==> config.mk <==
export PLATFORM = sky130hd
export DESIGN_NAME = pll_steer_top
export DESIGN_NICKNAME = d
export VERILOG_FILES = /design/src/dummy_never.sv /design/src/pll_steer_pkg.sv /design/src/frac_divider.sv /design/src/pll_steer_top.sv
export SDC_FILE = /design/constraint.sdc
export NUM_CORES = 1
export LEC_CHECK = 0
export BUFFER_PORTS_ARGS = -buffer_cell sky130_fd_sc_hd__buf_2
export CAP_MARGIN = 20
export CORE_UTILIZATION = 45
export DETAILED_ROUTE_END_ITERATION = 16
export REMOVE_ABC_BUFFERS = 1
export SLEW_MARGIN = 10
export SYNTH_ARGS = -nofsm -noshare
export SYNTH_HDL_FRONTEND = slang
export SYNTH_SLANG_ARGS = --single-unit
==> constraint.sdc <==
create_clock -name pclk -period 15.64 [get_ports pclk]
set_clock_uncertainty 0.2 [all_clocks]
set_input_delay 0 -clock pclk [delete_from_list [all_inputs] [get_ports pclk]]
set_output_delay 0 -clock pclk [all_outputs]
set_load 0.01 [all_outputs]
==> src/dummy_never.sv <==
// Holds no logic: the block is pll_steer_top and the frac_divider it instantiates.

==> src/pll_steer_pkg.sv <==
// Constants, register map and carrier types of the divider steering block.
// Assumes a 32-bit APB master and a VCO/2 tick strobe synchronous to pclk.
package pll_steer_pkg;
  // ****************************************************************
  // Register map
  // ****************************************************************
  localparam logic [7:0] OFF_CTRL   = 8'h00;
  localparam logic [7:0] OFF_STATUS = 8'h04;
  localparam logic [7:0] OFF_FB_LO  = 8'h08;
  localparam logic [7:0] OFF_FB_HI  = 8'h0c;
  localparam logic [7:0] OFF_FB_REM = 8'h10;
  localparam logic [7:0] OFF_FB_DEN = 8'h14;
  localparam logic [7:0] OFF_FB_BP  = 8'h18;
  localparam logic [7:0] OFF_FR_LO  = 8'h1c;
  localparam logic [7:0] OFF_FR_HI  = 8'h20;
  localparam logic [7:0] OFF_FR_REM = 8'h24;
  localparam logic [7:0] OFF_FR_DEN = 8'h28;
  localparam logic [7:0] OFF_FR_BP  = 8'h2c;
  localparam logic [7:0] OFF_STEP   = 8'h30;
  // ****************************************************************
  // Control fields
  // ****************************************************************
  localparam int CTRL_FRAC_EN   = 0;
  localparam int CTRL_STEP_EN   = 1;
  localparam int CTRL_LIVE_RD   = 2;
  localparam int CTRL_USE_FRAC  = 3;
  localparam int CTRL_SPREAD_EN = 4;
  localparam int CTRL_INC_SEL   = 8;
  localparam int CTRL_DEC_SEL   = 12;
  localparam int SEL_W          = 2;
  localparam logic [15:0] CTRL_WMASK = 16'h331f;
  localparam logic [15:0] CTRL_RST   = 16'h0000;
  // ****************************************************************
  // Widths and reset values
  // ****************************************************************
  localparam int FB_W       = 42;
  localparam int FR_W       = 40;
  localparam int FR_FRAC_W  = 36;
  localparam int REM_W      = 32;
  localparam int BP_W       = 6;
  localparam int STEP_W     = 24;
  localparam int STEP_SHIFT = 7;
  localparam logic [REM_W-1:0] DEN_RST   = 32'h0000_0001;
  localparam logic [4:0]       FRAC_WRAP = 5'h10;
  typedef struct packed {
    logic             enable;
    logic [FR_W-1:0]  div;
    logic [REM_W-1:0] rem;
    logic [REM_W-1:0] den;
    logic [BP_W-1:0]  bp;
  } frac_cfg_t;
  typedef struct packed {
    logic [FB_W-1:0]  div;
    logic [REM_W-1:0] rem;
    logic [REM_W-1:0] den;
    logic [BP_W-1:0]  bp;
  } fb_cfg_t;
endpackage

==> src/frac_divider.sv <==
// Fractional output divider: 4.36 fixed-point ratio plus remainder term.
// Assumes tick pulses once per VCO/2 edge, synchronous to pclk.
`timescale 1ns/10ps
module frac_divider (
  input  wire logic                    pclk,
  input  wire logic                    presetn,
  input  wire logic                    tick,
  input  wire pll_steer_pkg::frac_cfg_t cfg,
  output logic                         clk_out_q
);
  logic [4:0]                      cnt_q, cnt_d, per_q, per_d, base;
  logic [pll_steer_pkg::FR_FRAC_W-1:0] acc_q, acc_d;
  logic [pll_steer_pkg::REM_W-1:0] racc_q, racc_d;
  logic [pll_steer_pkg::REM_W:0]   rsum;
  logic [37:0]                     ext, sum;
  logic                            out_d, wrap;
  always_comb begin
    base = {1'b0, cfg.div[39:36]};
    if (cfg.div[39:36] == 4'h0) begin
      base = pll_steer_pkg::FRAC_WRAP;
    end
    rsum = {1'b0, racc_q} + {1'b0, cfg.rem};
    ext = 38'h0;
    racc_d = rsum[pll_steer_pkg::REM_W-1:0];
    if (rsum >= {1'b0, cfg.den}) begin
      racc_d = 32'(rsum - {1'b0, cfg.den});
      ext = 38'h1 << cfg.bp;
    end
    sum = {2'b00, acc_q} + {2'b00, cfg.div[35:0]} + ext;
    wrap = (cnt_q >= 5'(per_q - 5'h1));
    cnt_d = cnt_q;
    per_d = per_q;
    acc_d = acc_q;
    out_d = clk_out_q;
    if (!cfg.enable) begin
      cnt_d = 5'h0;
      per_d = pll_steer_pkg::FRAC_WRAP;
      acc_d = 36'h0;
      racc_d = 32'h0;
      out_d = 1'b0;
    end else if (tick) begin
      if (wrap) begin
        cnt_d = 5'h0;
        per_d = 5'(base + {3'b000, sum[37:36]});
        acc_d = sum[35:0];
      end else begin
        cnt_d = 5'(cnt_q + 5'h1);
        racc_d = racc_q;
      end
      // Duty is uneven for odd periods; follow with an even divider
      out_d = (cnt_d < (per_d >> 1));
    end else begin
      racc_d = racc_q;
    end
  end
  always_ff @(posedge pclk or negedge presetn) begin
    if (!presetn) begin
      cnt_q <= 5'h0;
      per_q <= pll_steer_pkg::FRAC_WRAP;
      acc_q <= 36'h0;
      racc_q <= 32'h0;
      clk_out_q <= 1'b0;
    end else begin
      cnt_q <= cnt_d;
      per_q <= per_d;
      acc_q <= acc_d;
      racc_q <= racc_d;
      clk_out_q <= out_d;
    end
  end
  property p_frac_off;
    @(posedge pclk) disable iff (!presetn)
    !cfg.enable |=> (!clk_out_q && cnt_q == 5'h0);
  endproperty
  a_frac_off: assert property (p_frac_off) else $error("divider ran while off");
  property p_wrap16;
    @(posedge pclk) disable iff (!presetn)
    cfg.enable && tick && wrap && cfg.div[39:36] == 4'h0 && sum[37:36] == 2'b00
      |=> per_q == 5'h10;
  endproperty
  a_wrap16: assert property (p_wrap16) else $error("zero ratio not 16");
  property p_tick_only;
    @(posedge pclk) disable iff (!presetn)
    cfg.enable && !tick ##1 cfg.enable |-> $stable(cnt_q);
  endproperty
  a_tick_only: assert property (p_tick_only) else $error("count moved without tick");
endmodule // frac_divider

==> src/pll_steer_top.sv <==
// APB register block steering feedback and fractional divider values.
// Assumes pll_locked and the triggers are synchronous levels to pclk.
//
// How it works
// - Fractional divider runs only when enabled
// - Ratio is div plus scaled remainder fraction
// - Fractional divider counts VCO/2 ticks
// - Fractional value has four integer bits
// - Zero ratio with denominator one divides sixteen
// - Feedback value writable, effective on high-word write
// - Fractional value writable, effective on high-word write
// - Triggers add or subtract shifted step
// - Readback select picks live or nominal
// - Steps applied only while locked
// - Relock restores live value to nominal
// - Stepping and spread never share step register
// - Step disable forces live back to nominal
// - Status shows live lock state
`timescale 1ns/10ps
module pll_steer_top #(
  parameter int N_TRIG = 4
) (
  input  wire logic                    pclk,
  input  wire logic                    presetn,
  input  wire logic                    psel,
  input  wire logic                    penable,
  input  wire logic                    pwrite,
  input  wire logic [7:0]              paddr,
  input  wire logic [31:0]             pwdata,
  output logic [31:0]                  prdata_q,
  output logic                         pready_q,
  output logic                         pslverr_q,
  input  wire logic                    pll_locked,
  input  wire logic [N_TRIG-1:0]       inc_trig,
  input  wire logic [N_TRIG-1:0]       dec_trig,
  input  wire logic                    vco_half_tick,
  output pll_steer_pkg::fb_cfg_t       fb_cfg_q,
  output logic                         frac_clk_q
);
  // ****************************************************************
  // State
  // ****************************************************************
  localparam int FB_W = pll_steer_pkg::FB_W;
  localparam int FR_W = pll_steer_pkg::FR_W;
  localparam int RW   = pll_steer_pkg::REM_W;
  localparam int BW   = pll_steer_pkg::BP_W;
  localparam int SEL_W_L = pll_steer_pkg::SEL_W;
  logic [15:0]       ctrl_q, ctrl_d;
  logic              locked_q, lock_prev_q;
  logic [FB_W-1:0]   fb_nom_q, fb_nom_d, fb_live_q, fb_live_d, delta;
  logic [31:0]       fb_stage_q, fb_stage_d, fr_stage_q, fr_stage_d;
  logic [FR_W-1:0]   fr_nom_q, fr_nom_d;
  logic [RW-1:0]     fb_rem_q, fb_rem_d, fb_den_q, fb_den_d;
  logic [RW-1:0]     fr_rem_q, fr_rem_d, fr_den_q, fr_den_d;
  logic [BW-1:0]     fb_bp_q, fb_bp_d, fr_bp_q, fr_bp_d;
  logic [pll_steer_pkg::STEP_W-1:0] step_q, step_d;
  logic [N_TRIG-1:0] inc_s1_q, inc_s2_q, inc_s3_q;
  logic [N_TRIG-1:0] dec_s1_q, dec_s2_q, dec_s3_q;
  logic [31:0]       rd_d;
  logic [FB_W-1:0]   fb_view;
  logic              hit, wr, fb_commit, relock, inc_ev, dec_ev, step_ok;
  logic [SEL_W_L-1:0] isel, dsel;
  pll_steer_pkg::frac_cfg_t fr_cfg;

  // ****************************************************************
  // Bus decode
  // ****************************************************************
  assign wr = psel && penable && pready_q && pwrite;
  assign fb_commit = wr && (paddr == pll_steer_pkg::OFF_FB_HI);
  assign isel = ctrl_q[pll_steer_pkg::CTRL_INC_SEL +: SEL_W_L];
  assign dsel = ctrl_q[pll_steer_pkg::CTRL_DEC_SEL +: SEL_W_L];
  assign fb_view = ctrl_q[pll_steer_pkg::CTRL_LIVE_RD] ? fb_live_q : fb_nom_q;

  always_comb begin
    rd_d = 32'h0;
    hit = 1'b1;
    case (paddr)
      pll_steer_pkg::OFF_CTRL:   rd_d = {16'h0, ctrl_q};
      pll_steer_pkg::OFF_STATUS: rd_d = {31'h0, locked_q};
      pll_steer_pkg::OFF_FB_LO:  rd_d = fb_view[31:0];
      pll_steer_pkg::OFF_FB_HI:  rd_d = {22'h0, fb_view[FB_W-1:32]};
      pll_steer_pkg::OFF_FB_REM: rd_d = fb_rem_q;
      pll_steer_pkg::OFF_FB_DEN: rd_d = fb_den_q;
      pll_steer_pkg::OFF_FB_BP:  rd_d = {26'h0, fb_bp_q};
      pll_steer_pkg::OFF_FR_LO:  rd_d = fr_nom_q[31:0];
      pll_steer_pkg::OFF_FR_HI:  rd_d = {24'h0, fr_nom_q[FR_W-1:32]};
      pll_steer_pkg::OFF_FR_REM: rd_d = fr_rem_q;
      pll_steer_pkg::OFF_FR_DEN: rd_d = fr_den_q;
      pll_steer_pkg::OFF_FR_BP:  rd_d = {26'h0, fr_bp_q};
      pll_steer_pkg::OFF_STEP:   rd_d = {8'h0, step_q};
      default:                   hit = 1'b0;
    endcase
  end

  always_ff @(posedge pclk or negedge presetn) begin
    if (!presetn) begin
      prdata_q <= 32'h0;
      pready_q <= 1'b0;
      pslverr_q <= 1'b0;
    end else begin
      // One wait-free access phase: answer prepared in the setup cycle
      pready_q <= psel && !penable;
      pslverr_q <= psel && !penable && !hit;
      prdata_q <= (psel && !penable && !pwrite) ? rd_d : 32'h0;
    end
  end

  // ****************************************************************
  // Registers written by software
  // ****************************************************************
  always_comb begin
    ctrl_d = ctrl_q;
    fb_nom_d = fb_nom_q;
    fb_stage_d = fb_stage_q;
    fr_stage_d = fr_stage_q;
    fr_nom_d = fr_nom_q;
    fb_rem_d = fb_rem_q;
    fb_den_d = fb_den_q;
    fb_bp_d = fb_bp_q;
    fr_rem_d = fr_rem_q;
    fr_den_d = fr_den_q;
    fr_bp_d = fr_bp_q;
    step_d = step_q;
    if (wr) begin
      case (paddr)
        pll_steer_pkg::OFF_CTRL:   ctrl_d = pwdata[15:0] & pll_steer_pkg::CTRL_WMASK;
        pll_steer_pkg::OFF_FB_LO:  fb_stage_d = pwdata;
        pll_steer_pkg::OFF_FB_HI:  fb_nom_d = {pwdata[FB_W-33:0], fb_stage_q};
        pll_steer_pkg::OFF_FB_REM: fb_rem_d = pwdata;
        pll_steer_pkg::OFF_FB_DEN: fb_den_d = pwdata;
        pll_steer_pkg::OFF_FB_BP:  fb_bp_d = pwdata[BW-1:0];
        pll_steer_pkg::OFF_FR_LO:  fr_stage_d = pwdata;
        pll_steer_pkg::OFF_FR_HI:  fr_nom_d = {pwdata[FR_W-33:0], fr_stage_q};
        pll_steer_pkg::OFF_FR_REM: fr_rem_d = pwdata;
        pll_steer_pkg::OFF_FR_DEN: fr_den_d = pwdata;
        pll_steer_pkg::OFF_FR_BP:  fr_bp_d = pwdata[BW-1:0];
        pll_steer_pkg::OFF_STEP:   step_d = pwdata[pll_steer_pkg::STEP_W-1:0];
        default:                   ctrl_d = ctrl_q;
      endcase
    end
  end

  always_ff @(posedge pclk or negedge presetn) begin
    if (!presetn) begin
      ctrl_q <= pll_steer_pkg::CTRL_RST;
      fb_nom_q <= 42'h0;
      fb_stage_q <= 32'h0;
      fr_stage_q <= 32'h0;
      fr_nom_q <= 40'h0;
      fb_rem_q <= 32'h0;
      fb_den_q <= pll_steer_pkg::DEN_RST;
      fb_bp_q <= 6'h0;
      fr_rem_q <= 32'h0;
      fr_den_q <= pll_steer_pkg::DEN_RST;
      fr_bp_q <= 6'h0;
      step_q <= 24'h0;
    end else begin
      ctrl_q <= ctrl_d;
      fb_nom_q <= fb_nom_d;
      fb_stage_q <= fb_stage_d;
      fr_stage_q <= fr_stage_d;
      fr_nom_q <= fr_nom_d;
      fb_rem_q <= fb_rem_d;
      fb_den_q <= fb_den_d;
      fb_bp_q <= fb_bp_d;
      fr_rem_q <= fr_rem_d;
      fr_den_q <= fr_den_d;
      fr_bp_q <= fr_bp_d;
      step_q <= step_d;
    end
  end

  // ****************************************************************
  // Trigger synchronisers and stepping
  // ****************************************************************
  // one event per change
  assign inc_ev = inc_s2_q[isel] ^ inc_s3_q[isel];
  assign dec_ev = dec_s2_q[dsel] ^ dec_s3_q[dsel];
  assign relock = locked_q && !lock_prev_q;
  assign step_ok = ctrl_q[pll_steer_pkg::CTRL_STEP_EN] && locked_q
                   && !ctrl_q[pll_steer_pkg::CTRL_SPREAD_EN]
                   && !ctrl_q[pll_steer_pkg::CTRL_USE_FRAC];
  assign delta = {11'h0, step_q, 7'h0};

  always_comb begin
    fb_live_d = fb_live_q;
    if (fb_commit) begin
      fb_live_d = fb_nom_d;
    end else if (!ctrl_d[pll_steer_pkg::CTRL_STEP_EN] || relock) begin
      fb_live_d = fb_nom_q;
    end else if (step_ok && inc_ev && !dec_ev) begin
      fb_live_d = 42'(fb_live_q + delta);
    end else if (step_ok && dec_ev && !inc_ev) begin
      fb_live_d = 42'(fb_live_q - delta);
    end
  end

  always_ff @(posedge pclk or negedge presetn) begin
    if (!presetn) begin
      fb_live_q <= 42'h0;
      locked_q <= 1'b0;
      lock_prev_q <= 1'b0;
      inc_s1_q <= '0;
      inc_s2_q <= '0;
      inc_s3_q <= '0;
      dec_s1_q <= '0;
      dec_s2_q <= '0;
      dec_s3_q <= '0;
    end else begin
      fb_live_q <= fb_live_d;
      locked_q <= pll_locked;
      lock_prev_q <= locked_q;
      inc_s1_q <= inc_trig;
      inc_s2_q <= inc_s1_q;
      inc_s3_q <= inc_s2_q;
      dec_s1_q <= dec_trig;
      dec_s2_q <= dec_s1_q;
      dec_s3_q <= dec_s2_q;
    end
  end

  assign fb_cfg_q = {fb_live_q, fb_rem_q, fb_den_q, fb_bp_q};

  // ****************************************************************
  // Fractional output divider
  // ****************************************************************
  assign fr_cfg = {ctrl_q[pll_steer_pkg::CTRL_FRAC_EN], fr_nom_q, fr_rem_q, fr_den_q, fr_bp_q};
  frac_divider u_frac (
    .pclk      (pclk),
    .presetn   (presetn),
    .tick      (vco_half_tick),
    .cfg       (fr_cfg),
    .clk_out_q (frac_clk_q)
  );

  // ****************************************************************
  // Checks
  // ****************************************************************
  property p_commit;
    @(posedge pclk) disable iff (!presetn)
    fb_commit |=> fb_nom_q == {$past(pwdata[9:0]), $past(fb_stage_q)};
  endproperty
  a_commit: assert property (p_commit) else $error("feedback not committed whole");
  property p_inc;
    @(posedge pclk) disable iff (!presetn)
    step_ok && inc_ev && !dec_ev && !fb_commit && !relock && ctrl_d[1]
      |=> fb_live_q == 42'($past(fb_live_q) + {11'h0, $past(step_q), 7'h0});
  endproperty
  a_inc: assert property (p_inc) else $error("increment wrong");
  property p_unlocked;
    @(posedge pclk) disable iff (!presetn)
    !locked_q && !fb_commit && ctrl_d[1] |=> $stable(fb_live_q);
  endproperty
  a_unlocked: assert property (p_unlocked) else $error("stepped while unlocked");
  property p_relock;
    @(posedge pclk) disable iff (!presetn)
    !lock_prev_q && locked_q |=> fb_live_q == fb_nom_q;
  endproperty
  a_relock: assert property (p_relock) else $error("relock kept steps");
  property p_disabled;
    @(posedge pclk) disable iff (!presetn)
    !ctrl_q[1] |-> fb_live_q == fb_nom_q;
  endproperty
  a_disabled: assert property (p_disabled) else $error("live differs while disabled");
  property p_readback;
    @(posedge pclk) disable iff (!presetn)
    psel && !penable && !pwrite && paddr == 8'h08 && ctrl_q[2]
      |=> prdata_q == $past(fb_live_q[31:0]);
  endproperty
  a_readback: assert property (p_readback) else $error("live readback wrong");
  property p_spread;
    @(posedge pclk) disable iff (!presetn)
    ctrl_q[4] && !fb_commit && !relock && ctrl_d[1] |=> $stable(fb_live_q);
  endproperty
  a_spread: assert property (p_spread) else $error("stepped during spread");
  property p_sync;
    @(posedge pclk) disable iff (!presetn)
    (inc_trig[isel] != $past(inc_trig[isel])) && $stable(isel)
      ##1 $stable(isel) ##1 $stable(isel) |-> inc_ev;
  endproperty
  a_sync: assert property (p_sync) else $error("trigger change lost");
  property p_status;
    @(posedge pclk) disable iff (!presetn)
    psel && !penable && !pwrite && paddr == 8'h04 |=> prdata_q[0] == $past(locked_q);
  endproperty
  a_status: assert property (p_status) else $error("lock status wrong");
endmodule // pll_steer_top

==> qor.yml <==
ctsResizeCount: 0
synthArstFlopShare_pct: 100.0
hold_slack_ns: 0.04546
syn_to_final_growth_pct: 15.14
hpwl_um: 74880
cp_slowest_stage_delay_ns: 0.78
synth_ff_type: "dfrtp_1"
fmax_ghz: 0.09295
dieArea_um2: 68970
routed_via_density: 6.075
worstHoldPathType: "in -> reg"
post-route-period-util_pct: 68.79
path_clk_slew_ns: 0.06
postCtsSetupRepairBufs: 0
crit_required_ns: 15.97
switching_share_pct: 23.76
grt_overflow: 0
row_count: 95
num_io_pins: 202
cp-end-kind: "flop"
slowest_stage: "o41ai_1"
seq_area_frac_synth_pct: 40.94
ir_drop_mv: 0.07592
slew_viol_final: 0
share_seq_of_total_power_pct: 46.3
track_usage_pct: 29.80
outcome: "complete, no violations"
syn_inst: 3181
critical_path_class: "reg -> reg"
postRouteAntennaNets: 0
hold_viol_final: 0
p_leak_nw: 17.73
synth_edf_count: 0
power_frac_comb_pct: 4.6
maxCapViolCount: 0
grt_max_degree: 152
cts.sinks: 500
clk-insertion-delay-late_ns: 0.64
p_switching_mw: 0.6702
synth_top_area_cell: "dfrtp_1"
antenna_cells: 0
setup_violations: 0
drive_above_1_share_pct: 18.70
cts_buffer_depth: 3
synth_cell_type_count: 73
wl_per_cell_um: 24.11
cts_tree: "yes"
clock_power_share_pct: 49.1
yosys-top-cells-area: "dfrtp_1 41%, mux2_2 9.1%, ha_1 7.5%"
fin_util_pct: 52.41
syn_area_per_cell_um2: 9.610
die_h_um: 262.6
slew_headroom_pct: 30.68
syn_area_um2: 30570
cts.htree.levels: 2
whs_path_depth: 3
cp.arrival_ns: 11.09
nNetsFinal: 3645
final_cell_mix: "496 x dfrtp_1, 380 x nand2_1, 246 x mux2_2, 240 x o21ai_0, 206 x a21oi_1"
globalplace.congestion: 0.9416
cts_root_buffer: "clkbuf_16"
vias: 26230
drtPass1Iterations: 7
final_period_minus_worst_setup_slack_ns: 10.76
synth-seq-cells: 500
routed_wl_um: 104100
synth_top_area_share_pct: 40.69
grt_first_pass_wirelength_um: 158700
p_int_mw: 2.151
cts_buffers: 56
yosysWarnings: 0
grt_pass1_vias: 26320
start_util_pct: 45.52
setup_tns_ns: 0
portBuffers: 201
drc: 0
antenna_found_initial: 5
cts-hold-fix-buffers: 71
path_max_fanout: 12
worstMarginPinSlew_ns: 1.037
power_density_nw_per_um2: 80.16
final_common_cell: "dfrtp_1"
core_area_um2: 67160
worstRegToRegCells: 46
start_kind: "flop"
rsz0062_at_grt: "no"
initialDrtViolationCount: 2395
crit_top_cell: "a21oi_1"
fp.dieW_um: 262.6
==> power by group through the flow <==
stage	combinational, mW	sequential [mW]	clock [mW]
2_1_floorplan	0.0415	1.33	0
3_3_place_gp	0.111	1.33	0
3_5_place_dp	0.113	1.33	0
4_1_cts	0.128	1.31	1.41
5_1_grt	0.141	1.31	1.46
6_report	0.129	1.31	1.39
==> path summary, 6_finish.rpt <==
path	startpoint	endpoint	slack, ns
min	psel	pready_q	0.05
min reg2reg	dec_s1_q[2]	dec_s2_q[2]	0.15
min in group asynchronous	presetn	u_frac.per_q[4]	0.36
max reg2reg	fr_rem_q[0]	u_frac.clk_out_q	4.88
max	fr_rem_q[0]	u_frac.clk_out_q	4.88
max in group asynchronous	presetn	fr_den_q[22]	13.14
==> cells by family (layout without fill, tap and decap cells) <==
family	count (synthesis)	in the layout	share of synthesized area [%]
compound gates	905	905	18.98
xor+xnor	171	171	4.899
fa+ha+maj	190	190	7.924
buf+inv	259	522	3.242
flops	500	500	40.94
mux	321	321	11.93
simple gates	835	835	12.08
==> cells in the mapped netlist, types with 14 or more instances <==
master and count:
a211oi_1 22, a21o_1 104, a21oi_1 208, a221oi_1 20, a222oi_1 19, a22o_1 14
a22oi_1 40, a31oi_1 52, and3_1 18, buf_1 21, clkbuf_1 120, dfrtp_1 497
ha_1 184, inv_1 107, mux2_2 246, mux2i_1 65, nand2_1 383, nand2b_1 24
nand3_1 55, nand4_1 23, nor2_1 197, nor2b_1 24, nor3_1 43, o211ai_1 34
o21a_1 22, o21ai_0 240, o21bai_1 25, o31ai_1 17, or3_1 18, xnor2_1 110
xor2_1 61
==> sequential cells by signal, summed over array words and instances (netlist names), 36 cells and up <==
signal,count
fr_nom_q,40
fb_live_q,42
u_frac.acc_q,36
fb_nom_q,42
==> layer usage <==
metal / up-vias / track usage (%) / part of all wire [%]
met5: - / 0 / 0.038
met4: 6 / 10.43 / 3.5
met3: 199 / 5.069 / 6.7
met2: 935 / 47.86 / 46
met1: 13110 / 40.58 / 44
li1: 11980 / - / -
==> stage by stage <==
step	std cells	area, um^2	setup slack, ns	power [mW]
floorplan	3029	29980	5.086	1.371
global placement	4142	32490	5.203	1.441
detailed placement	4143	32500	5.010	1.443
CTS	4316	35170	4.951	2.844
global route	4317	35200	4.092	2.905
finish	4317	35200	4.881	2.821
==> critical path: cells and delay by family, from the launching register on <==
family,cells,cell delay [ns]
xor gates and xnor gates,2,0.34
AOI/OAI and AO/OA,23,5.35
DFF,1,0.40
adders and majority gates,8,2.35
and+or+nand+nor,10,1.82
buffers and inverters,3,0.19
==> layout make-up <==
cell class	count	area, um^2
fillers	5994	31960
inverters	107	401.6
repair buffers	313	2090
flip-flops and latches	500	12520
multi-input cells	2422	17160
well taps	873	1092
clock inverters	32	384.1
clock buffers	70	1555
No activity file was read; power rests on OpenSTA's default activity.
